<file path="src/design/nalu_pkg.sv">
// Constants, types and decode functions of the nibble ALU
package nalu_pkg;
    localparam int NIB_W = 4;
    localparam int PADDR_W = 12;
    localparam logic [11:0] OFF_CMD = 12'h000;
    localparam logic [11:0] OFF_PSW = 12'h004;
    localparam logic [11:0] OFF_INDEX = 12'h008;
    localparam logic [11:0] OFF_TEMP = 12'h00C;
    localparam logic [11:0] OFF_REG_BASE = 12'h040;
    localparam logic [11:0] OFF_MEM_BASE = 12'h100;
    localparam int REG_COUNT = 16;
    localparam int CMD_OP_LSB = 0;
    localparam int CMD_FORM_BIT = 4;
    localparam int CMD_FIRST_LSB = 8;
    localparam int CMD_SECOND_LSB = 16;
    localparam int CMD_FIELD_W = 8;
    localparam int PSW_INDEX_BIT = 0;
    localparam int PSW_ZERO_BIT = 1;
    localparam int PSW_CARRY_BIT = 2;
    localparam int PSW_NOSTORE_BIT = 3;
    localparam int PSW_DECIMAL_BIT = 4;
    localparam int PSW_BUSY_BIT = 5;
    localparam int PSW_SKIP_BIT = 6;
    localparam int PSW_W = 5;
    localparam logic [4:0] PSW_RESET = 5'h00;
    localparam logic [31:0] CMD_RESET = 32'h0000_0000;
    localparam logic [3:0] NIB_ZERO = 4'h0;
    localparam logic [4:0] DEC_LIMIT = 5'h09;
    localparam logic [4:0] DEC_ADJUST = 5'h06;

    typedef enum logic [3:0] {
        OP_ADD, OP_SUM_CARRY, OP_SUB, OP_DIFF_BORROW,
        OP_AND, OP_OR, OP_XOR,
        OP_TEST_TRUE, OP_TEST_FALSE,
        OP_EQ, OP_NE, OP_GE, OP_LT,
        OP_ROTATE_RIGHT_CARRY
    } nalu_op_e;

    typedef enum logic [1:0] {ST_IDLE, ST_LOAD, ST_EXEC} nalu_state_e;

    function automatic logic is_arith(input nalu_op_e op);
        is_arith = (op == OP_ADD) || (op == OP_SUM_CARRY) || (op == OP_SUB)
            || (op == OP_DIFF_BORROW);
    endfunction

    function automatic logic is_logic(input nalu_op_e op);
        is_logic = (op == OP_AND) || (op == OP_OR) || (op == OP_XOR);
    endfunction

    function automatic logic is_bitchk(input nalu_op_e op);
        is_bitchk = (op == OP_TEST_TRUE) || (op == OP_TEST_FALSE);
    endfunction

    function automatic logic is_check(input nalu_op_e op);
        is_check = is_bitchk(op) || (op == OP_EQ) || (op == OP_NE) || (op == OP_GE)
            || (op == OP_LT);
    endfunction
endpackage

</file>
<file path="src/design/nalu_alu_if.sv">
// Interface between the ALU sequencer and its combinational core
`timescale 1ns/100ps
interface nalu_alu_if;
    import nalu_pkg::*;
    nalu_op_e op;
    logic [3:0] a;
    logic [3:0] b;
    logic carry_in;
    logic decimal;
    logic [3:0] result;
    logic carry_out;
    logic cond;

    modport core (
        input op, a, b, carry_in, decimal,
        output result, carry_out, cond
    );
    modport ctrl (
        output op, a, b, carry_in, decimal,
        input result, carry_out, cond
    );
endinterface

</file>
<file path="src/design/nalu_core.sv">
// Combinational nibble ALU core working on the temporary operands
`timescale 1ns/100ps
module nalu_core (
    // Operands and results
    nalu_alu_if.core alu
);
    import nalu_pkg::*;

    logic [4:0] sum5;
    logic [4:0] diff5;
    logic cin;
    logic dec_carry;

    always_comb begin
        cin = ((alu.op == OP_SUM_CARRY) || (alu.op == OP_DIFF_BORROW)) && alu.carry_in; // [RULE15]
        sum5 = {1'b0, alu.a} + {1'b0, alu.b} + {4'h0, cin};
        diff5 = {1'b0, alu.a} - {1'b0, alu.b} - {4'h0, cin};
        alu.result = NIB_ZERO;
        alu.carry_out = 1'b0;
        alu.cond = 1'b0;
        dec_carry = 1'b0;
        case (alu.op)
            OP_ADD, OP_SUM_CARRY: begin
                if (alu.decimal) begin
                    dec_carry = sum5 > DEC_LIMIT; // [RULE19]
                    alu.carry_out = dec_carry;
                    alu.result = dec_carry ? 4'(sum5 + DEC_ADJUST) : sum5[3:0];
                end else begin
                    alu.carry_out = sum5[4]; // [RULE13] [RULE16]
                    alu.result = sum5[3:0];
                end
            end
            OP_SUB, OP_DIFF_BORROW: begin
                if (alu.decimal) begin
                    dec_carry = diff5[4] || (diff5 > DEC_LIMIT); // [RULE19]
                    alu.carry_out = dec_carry;
                    alu.result = dec_carry ? 4'(diff5 - DEC_ADJUST) : diff5[3:0];
                end else begin
                    alu.carry_out = diff5[4]; // [RULE13] [RULE16]
                    alu.result = diff5[3:0];
                end
            end
            OP_AND: alu.result = alu.a & alu.b;
            OP_OR: alu.result = alu.a | alu.b;
            OP_XOR: alu.result = alu.a ^ alu.b;
            OP_TEST_TRUE: alu.cond = (alu.a & alu.b) == alu.b;
            OP_TEST_FALSE: alu.cond = (alu.a & alu.b) == NIB_ZERO;
            OP_EQ: alu.cond = alu.a == alu.b;
            OP_NE: alu.cond = alu.a != alu.b;
            OP_GE: alu.cond = alu.a >= alu.b;
            OP_LT: alu.cond = alu.a < alu.b;
            OP_ROTATE_RIGHT_CARRY: begin
                alu.result = {alu.carry_in, alu.a[3:1]}; // [RULE4]
                alu.carry_out = alu.a[0];
            end
            default: alu.result = NIB_ZERO;
        endcase
    end
endmodule

</file>
<file path="src/design/nalu_top.sv">
// Nibble ALU with operand latching, flag logic, skip control and APB registers
// Operation
// RULE1: Copy both operands into temporary registers before computing from them.
// RULE2: First operand is a 4-bit general register or memory nibble.
// RULE3: Second operand is a 4-bit memory nibble or immediate field.
// RULE4: Rotate right through carry uses only the addressed general register.
// RULE5: Arithmetic, logical and rotate results go back to the first operand.
// RULE6: True bit-check or compare stores nothing and turns next instruction into no-op.
// RULE7: Logical operations ignore no-store and decimal, keep carry and zero.
// RULE8: Every bit-check clears the no-store flag.
// RULE9: Index enable adds index register to operand addresses, except rotate.
// RULE10: Decimal flag picks binary or decimal; no-store suppresses arithmetic write-back.
// RULE11: Arithmetic ops come in register-memory and memory-immediate forms.
// RULE12: No-store 0 and decimal 0 give binary result stored at first operand.
// RULE13: Binary carry set on carry above 1111B or borrow below 0000B.
// RULE14: In store mode zero flag is set exactly when result is 0000B.
// RULE15: Carry and borrow forms use the carry flag in and rewrite it.
// RULE16: Carry and borrow share one carry flag.
// RULE17: Register-memory operations never write the second-operand memory nibble.
// RULE18: No-store mode writes nothing; zero kept on 0000B, cleared otherwise.
// RULE19: Decimal carry set above 1001B or below 0000B, else cleared.
// RULE20: Flags and write-back commit at the end of the execute cycle.
//
// The implementer's own choices: the APB interface to the registers and the register offsets.
`timescale 1ns/100ps
module nalu_top #(
    parameter int MEM_DEPTH = 128,
    parameter int ADDR_W = 7
) (
    // Clock and reset
    input wire logic core_clk,
    input wire logic nrst,
    // APB slave
    input wire logic psel,
    input wire logic penable,
    input wire logic pwrite,
    input wire logic [nalu_pkg::PADDR_W-1:0] paddr,
    input wire logic [31:0] pwdata,
    output logic [31:0] prdata,
    output logic pready,
    output logic pslverr,
    // Core status
    output logic busy,
    output logic skip_next
);
    import nalu_pkg::*;

    if ((MEM_DEPTH > (1 << ADDR_W)) || (ADDR_W > CMD_FIELD_W) || (MEM_DEPTH < 1)
            || ((MEM_DEPTH * 4) > (4096 - 256))) begin : g_bad_params
        $error("nalu_top: memory depth or address width not supported");
    end

    function automatic logic in_window(input logic [11:0] a, input logic [11:0] base,
            input int count);
        logic [11:0] off;
        off = a - base;
        in_window = (a >= base) && (int'(off[11:2]) < count);
    endfunction

    nalu_state_e state;
    logic [31:0] cmd;
    logic [PSW_W-1:0] psw;
    logic [ADDR_W-1:0] index_reg;
    logic [3:0] temp_a;
    logic [3:0] temp_b;
    logic [3:0] last_result;
    logic skip_pending;
    logic [3:0] gen_reg [REG_COUNT];
    logic [3:0] data_mem [MEM_DEPTH];

    nalu_alu_if alu_bus ();

    nalu_core u_core (
        .alu(alu_bus.core)
    );

    // Command decode
    nalu_op_e op;
    logic form_imm;
    logic is_rot;
    logic idx_on;
    logic first_is_mem;
    logic [ADDR_W-1:0] first_mem_addr;
    logic [ADDR_W-1:0] second_mem_addr;
    logic [3:0] reg_sel;
    logic [3:0] fetch_a;
    logic [3:0] fetch_b;

    assign op = nalu_op_e'(cmd[CMD_OP_LSB +: 4]);
    assign form_imm = cmd[CMD_FORM_BIT];
    assign is_rot = op == OP_ROTATE_RIGHT_CARRY;
    assign idx_on = psw[PSW_INDEX_BIT] && !is_rot; // [RULE9]
    assign first_is_mem = form_imm && !is_rot; // [RULE4] [RULE11]
    assign reg_sel = cmd[CMD_FIRST_LSB +: 4];
    assign first_mem_addr = cmd[CMD_FIRST_LSB +: ADDR_W] + (idx_on ? index_reg : '0); // [RULE9]
    assign second_mem_addr = cmd[CMD_SECOND_LSB +: ADDR_W] + (idx_on ? index_reg : '0);
    assign fetch_a = first_is_mem ? data_mem[first_mem_addr] : gen_reg[reg_sel]; // [RULE2]

    always_comb begin
        if (is_rot) begin
            fetch_b = NIB_ZERO; // [RULE4]
        end else if (form_imm) begin
            fetch_b = cmd[CMD_SECOND_LSB +: 4]; // [RULE3]
        end else begin
            fetch_b = data_mem[second_mem_addr]; // [RULE3]
        end
    end

    // APB decode
    logic setup;
    logic access;
    logic hit_reg;
    logic hit_mem;
    logic mapped;
    logic cmd_take;
    logic wr_ok;
    logic [11:0] reg_off;
    logic [11:0] mem_off;
    logic [3:0] apb_reg_idx;
    logic [ADDR_W-1:0] apb_mem_idx;

    assign setup = psel && !penable;
    assign access = psel && penable;
    assign hit_reg = in_window(paddr, OFF_REG_BASE, REG_COUNT);
    assign hit_mem = in_window(paddr, OFF_MEM_BASE, MEM_DEPTH);
    assign reg_off = paddr - OFF_REG_BASE;
    assign mem_off = paddr - OFF_MEM_BASE;
    assign apb_reg_idx = reg_off[5:2];
    assign apb_mem_idx = mem_off[ADDR_W+1:2];
    assign mapped = (paddr[1:0] == 2'b00) && ((paddr == OFF_CMD) || (paddr == OFF_PSW)
        || (paddr == OFF_INDEX) || (paddr == OFF_TEMP) || hit_reg || hit_mem);
    assign wr_ok = access && pwrite && !pslverr;
    assign cmd_take = wr_ok && (paddr == OFF_CMD);
    assign pready = 1'b1;
    assign busy = state != ST_IDLE;
    assign skip_next = skip_pending;

    always_ff @(posedge core_clk or negedge nrst) begin
        if (!nrst) begin
            pslverr <= 1'b0;
        end else if (setup) begin
            pslverr <= !mapped || (pwrite && (paddr == OFF_CMD) && busy)
                || (pwrite && (paddr == OFF_TEMP));
        end
    end

    always_ff @(posedge core_clk or negedge nrst) begin
        if (!nrst) begin
            prdata <= '0;
        end else if (setup && !pwrite) begin
            prdata <= '0;
            if (paddr == OFF_CMD) begin
                prdata <= cmd;
            end else if (paddr == OFF_PSW) begin
                prdata <= {25'h0, skip_pending, busy, psw};
            end else if (paddr == OFF_INDEX) begin
                prdata <= {{(32 - ADDR_W){1'b0}}, index_reg};
            end else if (paddr == OFF_TEMP) begin
                prdata <= {20'h0, last_result, temp_b, temp_a};
            end else if (hit_reg && (paddr[1:0] == 2'b00)) begin
                prdata <= {28'h0, gen_reg[apb_reg_idx]};
            end else if (hit_mem && (paddr[1:0] == 2'b00)) begin
                prdata <= {28'h0, data_mem[apb_mem_idx]};
            end
        end
    end

    // Sequencer
    always_ff @(posedge core_clk or negedge nrst) begin
        if (!nrst) begin
            state <= ST_IDLE;
        end else begin
            case (state)
                ST_IDLE: begin
                    if (cmd_take && !skip_pending) begin
                        state <= ST_LOAD;
                    end
                end
                ST_LOAD: state <= ST_EXEC;
                ST_EXEC: state <= ST_IDLE;
                default: state <= ST_IDLE;
            endcase
        end
    end

    always_ff @(posedge core_clk or negedge nrst) begin
        if (!nrst) begin
            cmd <= CMD_RESET;
        end else if (cmd_take) begin
            cmd <= pwdata;
        end
    end

    always_ff @(posedge core_clk or negedge nrst) begin
        if (!nrst) begin
            index_reg <= '0;
        end else if (wr_ok && (paddr == OFF_INDEX)) begin
            index_reg <= pwdata[ADDR_W-1:0];
        end
    end

    always_ff @(posedge core_clk or negedge nrst) begin
        if (!nrst) begin
            temp_a <= NIB_ZERO;
            temp_b <= NIB_ZERO;
        end else if (state == ST_LOAD) begin
            temp_a <= fetch_a; // [RULE1]
            temp_b <= fetch_b; // [RULE1]
        end
    end

    // ALU hookup, computed from the temporary copies only
    assign alu_bus.op = op;
    assign alu_bus.a = temp_a; // [RULE1]
    assign alu_bus.b = temp_b;
    assign alu_bus.carry_in = psw[PSW_CARRY_BIT];
    assign alu_bus.decimal = psw[PSW_DECIMAL_BIT] && is_arith(op); // [RULE7] [RULE10]

    logic exec;
    logic zero_hit;
    logic wr_back;
    logic next_zero;

    assign exec = state == ST_EXEC;
    assign zero_hit = alu_bus.result == NIB_ZERO;
    assign wr_back = exec && (is_logic(op) || is_rot
        || (is_arith(op) && !psw[PSW_NOSTORE_BIT])); // [RULE5] [RULE7] [RULE10] [RULE12]
    assign next_zero = psw[PSW_NOSTORE_BIT] ? (psw[PSW_ZERO_BIT] && zero_hit)
        : zero_hit; // [RULE14] [RULE18]

    always_ff @(posedge core_clk or negedge nrst) begin
        if (!nrst) begin
            last_result <= NIB_ZERO;
        end else if (exec) begin
            last_result <= alu_bus.result;
        end
    end

    // Status word: software write, then flag commit of the execute cycle
    always_ff @(posedge core_clk or negedge nrst) begin
        if (!nrst) begin
            psw <= PSW_RESET;
        end else begin
            if (wr_ok && (paddr == OFF_PSW)) begin
                psw <= pwdata[PSW_W-1:0];
            end
            if (exec && is_arith(op)) begin
                psw[PSW_CARRY_BIT] <= alu_bus.carry_out; // [RULE13] [RULE15] [RULE16] [RULE20]
                psw[PSW_ZERO_BIT] <= next_zero; // [RULE14] [RULE18] [RULE20]
            end
            if (exec && is_rot) begin
                psw[PSW_CARRY_BIT] <= alu_bus.carry_out; // [RULE4]
            end
            if (exec && is_bitchk(op)) begin
                psw[PSW_NOSTORE_BIT] <= 1'b0; // [RULE8]
            end
        end
    end

    always_ff @(posedge core_clk or negedge nrst) begin
        if (!nrst) begin
            skip_pending <= 1'b0;
        end else if (exec && is_check(op) && alu_bus.cond) begin
            skip_pending <= 1'b1; // [RULE6]
        end else if (cmd_take && skip_pending) begin
            skip_pending <= 1'b0; // [RULE6]
        end
    end

    // Nibble storage: bus writes, overridden by the write-back of the same cycle
    always_ff @(posedge core_clk) begin
        if (wr_ok && hit_reg) begin
            gen_reg[apb_reg_idx] <= pwdata[3:0];
        end
        if (wr_back && !first_is_mem) begin
            gen_reg[reg_sel] <= alu_bus.result; // [RULE5] [RULE20]
        end
    end

    always_ff @(posedge core_clk) begin
        if (wr_ok && hit_mem) begin
            data_mem[apb_mem_idx] <= pwdata[3:0];
        end
        if (wr_back && first_is_mem) begin
            data_mem[first_mem_addr] <= alu_bus.result; // [RULE5] [RULE17] [RULE20]
        end
    end

    logic [3:0] mem_b_shadow;
    always_ff @(posedge core_clk) begin
        mem_b_shadow <= data_mem[second_mem_addr];
    end
endmodule

</file>
<file path="config.mk">
export PLATFORM = sky130hd
export DESIGN_NAME = nalu_top
export DESIGN_NICKNAME = d
export VERILOG_FILES = /design/src/design/nalu_pkg.sv /design/src/design/nalu_alu_if.sv /design/src/design/nalu_core.sv /design/src/design/nalu_top.sv
export SDC_FILE = /design/constraint.sdc
export NUM_CORES = 2
export LEC_CHECK = 0
export BUFFER_PORTS_ARGS = -buffer_cell sky130_fd_sc_hd__buf_2
export CAP_MARGIN = 10
export CORE_MARGIN = 5
export CORE_UTILIZATION = 49
export DETAILED_ROUTE_END_ITERATION = 12
export PLACE_DENSITY = 0.64
export SLEW_MARGIN = 30
export SYNTH_ARGS = -nofsm -noshare
export SYNTH_HDL_FRONTEND = slang
export SYNTH_SLANG_ARGS = --single-unit
</file>
<file path="constraint.sdc">
create_clock -name core_clk -period 4.1 [get_ports core_clk]
set_clock_uncertainty 0.1 [all_clocks]
set_input_delay 0.615 -clock core_clk [delete_from_list [all_inputs] [get_ports core_clk]]
set_output_delay 0.615 -clock core_clk [all_outputs]
set_load 0.005 [all_outputs]
</file>
==> reports/summary.md <==
- 83 — number of I/O port buffers
- register to register — start-to-end type of the worst setup path
- register — Setup crit end kind
- built — clock tree from TritonCTS
- 184 mm — wire length after detailed routing
- -0.06 ns — setup slack of the most critical reg-to-reg path
- 49.1% — Starting Density
- sky130_fd_sc_hd__edfxtp_1 — dominant register cell in the synthesized netlist
- 3.71 mW — reported net switching power
- 113 — standard-cell rows
- 0 — max-slew violation count
- 37100 — via count of the routed design
- input port to register — type of the most critical hold path
- 3888 — Final #Nets
- yes — unrepaired setup endpoints after global routing
- 15.7 mW — sum of internal, switching and leakage power
- 19600 um2 — Sequential Area
- 1.01 — global placer's final weighted congestion
- 78 — Inserted Clock Buffers
- 102% — post-route fraction of the period consumed by the critical path
- 18.9 nW — leakage dissipation
- 6 — DRT Pass-1 Iters
- 5425 — Iteration-0 DRC Markers
- 47.2% — part of the power in registers
- 2 — Hold Path Cell Cnt
- 0.68 ns — clock insertion delay at the later pin of the skew report
- -0.0635 ns — smallest setup slack after layout
- 86 — Distinct cells, synth
- 0 — number of warnings reported in the yosys synthesis log
- 4.16 ns — post-layout minimum cycle time
- 85 — num ports
- 0 — post-route antenna net violation count
- 42.2% — Seq/Total Area, Yosys
- 318 um — Die Wd
- 4.62 ns — CP arrival
- 0.894 ns — Tightest Pin Transition
- 34.9% — overall global routing resource usage
- 7499 — Fillers
- 13.1 um2 — Mean Syn Cell Area
- 4 — final setup violation count
- 7 — antenna violations before repair
- 0 — hold violation count in the final report
- 7.23 — vias per cell
- 26000 um2 — area taken by multi-input logic gates
- -0.174 ns — Setup TNS Final
- 8 — maximum fanout along the worst path
- 46.2% — share of final-layout standard cells stronger than drive strength 1
- 512 — number of flip-flops under the largest register name
- negative setup slack — violations in the final reports
- 318 um — chip height
- 45.9% — clock network power share
- 40.4% — normalized max-slew margin
- register — startpoint class of the critical path
- 3 — count of H-tree levels built during CTS
- 36900 — via count of the first global-routing pass
- sky130_fd_sc_hd__mux2_2 (608), sky130_fd_sc_hd__edfxtp_1 (576), sky130_fd_sc_hd__buf_4 (344), sky130_fd_sc_hd__mux4_2 (333), sky130_fd_sc_hd__mux2i_1 (299) — commonest cells after routing, fill and taps aside
- 576 — number of enable flip-flop cells after synthesis
- 35.8 um — per-cell routed wire length
- 0.07 ns — clock slew seen by the registers of the worst setup and hold paths
- 0.0900 ns — worst-case hold slack
- sky130_fd_sc_hd__clkbuf_16 — Root Driver
- 125 mm — HPWL Detailed
- 4.55 ns — required time at the worst-slack endpoint
- 58.2% — core occupancy in the finished layout
- 3650 — Synth Net Count
- 13 — worst r2r path cells
- 262 mm — global-route wire length before repair
- 0.240 GHz — highest clock frequency the design can meet
- 3 — largest buffer count on any clock path
- 12.0 mW — internal cell power
- 668 — clock net sink count
- 0 — final global-route overflow total
- 18.6% — post-synthesis to final-layout area growth
- 0 — count of maximum capacitance violations
- 101000 um2 — die area
- finished with violations — status
- 302 uV — highest ir drop seen on vdd
- 46400 um2 — netlist area before placement
- sky130_fd_sc_hd__mux2_2 — leading cell type in the layout, fill and taps excluded
- -0.587 ns — Setup WS pre-CTS
- 284 nW/um2 — total power density per cell area
- 94600 um2 — core area
- 93 — maximum number of pins on one net before global-route repair
- 668 — register bit total from synthesis
- 0 — DRC violation count after routing
- 13.8% — ys async rst share
- 23.7% — switching part of the total
- 3558 — gate count after technology mapping
- 6.9% — Comb power frac
==> power by group through the flow <==
stage	Clock [mW]	Combinational, mW	Sequential, mW
after detailed placement	0	1.05	7.53
after global placement	0	1.02	7.53
after CTS	7.27	1.06	7.39
after floorplan	0	0.658	7.53
final	7.20	1.08	7.39
after global routing	7.53	1.12	7.39
==> metrics by stage <==
step / instances / area [um2]
floorplan: 3558 / 46500
global placement: 4925 / 51100
detailed placement: 4927 / 51100
CTS: 5093 / 54300
global route: 5126 / 55100
finish: 5128 / 55100
==> area by class of cell <==
class	count	share of cell area [%]
Inverter	36	0.245
Antenna cell	2	0.00909
Timing Repair Buffer	536	9.47
Clock inverter	59	1.05
Clock buffer	86	3.65
Tap cell	1265	2.87
Multi-Input combinational cell	2476	47.1
Sequential cell	668	35.6
==> cells by family after synthesis <==
logic type | synth area share [%]
adder cells (fa/ha/maj) | 1.26
other | 0.00807
XOR/XNOR | 0.544
multiplexers | 37.6
flip-flops | 42.2
buffers and inverters | 3.76
AO/OA/AOI/OAI | 6.75
AND/OR/NAND/NOR | 7.85
==> per-layer routing <==
| layer | share of wire (%) | wire length, um | up-vias | global-route usage (%) |
|---|---|---|---|---|
| li1 | - | - | 14800 | - |
| met1 | 37 | 68400 | 18800 | 47.0 |
| met2 | 45 | 82600 | 2846 | 53.4 |
| met3 | 12 | 21600 | 623 | 7.73 |
| met4 | 6.1 | 11200 | 6 | 18.5 |
| met5 | 0.018 | 33 | - | 0 |
==> critical path, cell delays in order, from the launching register on <==
cell,delay [ns]
sky130_fd_sc_hd__dfrtp_1,0.43
sky130_fd_sc_hd__nand4b_1,0.18
sky130_fd_sc_hd__buf_6,0.18
sky130_fd_sc_hd__and3_4,0.20
sky130_fd_sc_hd__fa_4,0.90
sky130_fd_sc_hd__buf_12,0.14
sky130_fd_sc_hd__buf_16,0.15
sky130_fd_sc_hd__buf_12,0.16
sky130_fd_sc_hd__mux4_2,0.35
sky130_fd_sc_hd__mux4_2,0.57
sky130_fd_sc_hd__mux2i_1,0.16
sky130_fd_sc_hd__buf_4,0.16
sky130_fd_sc_hd__a221oi_1,0.10
sky130_fd_sc_hd__a32o_1,0.27
==> path summary, 6_finish.rpt <==
kind,to,from
setup / recovery,alu_bus.b[1],cmd[3]
max in group asynchronous,cmd[9],nrst
setup reg to reg,alu_bus.b[1],cmd[3]
hold reg to reg,prdata[31],prdata[31]
hold / removal,cmd[24],pwdata[24]
min in group asynchronous,prdata[25],nrst
==> repair_timing <==
action                     4_1_cts  5_1_grt
cloned                           5        7
hold buffers                     1        0
buffers inserted                15       30
hold endpoints to repair        67        0
pin swaps                       10       33
gates resized for setup         78      131
setup endpoints to repair      580      777
==> synthesized netlist by cell type, drive strengths merged, types with 92 or more instances <==
master,count,area (um2)
buf,153,764
mux4,333,7500
mux2i,303,3030
o22ai,116,732
dfrtp,92,2300
nand2,154,578
edfxtp,576,17300
nand3,120,606
mux2,617,6950
nor3,130,666
o21ai,143,716
clkbuf,225,846
(Power assumes the default switching activity.)
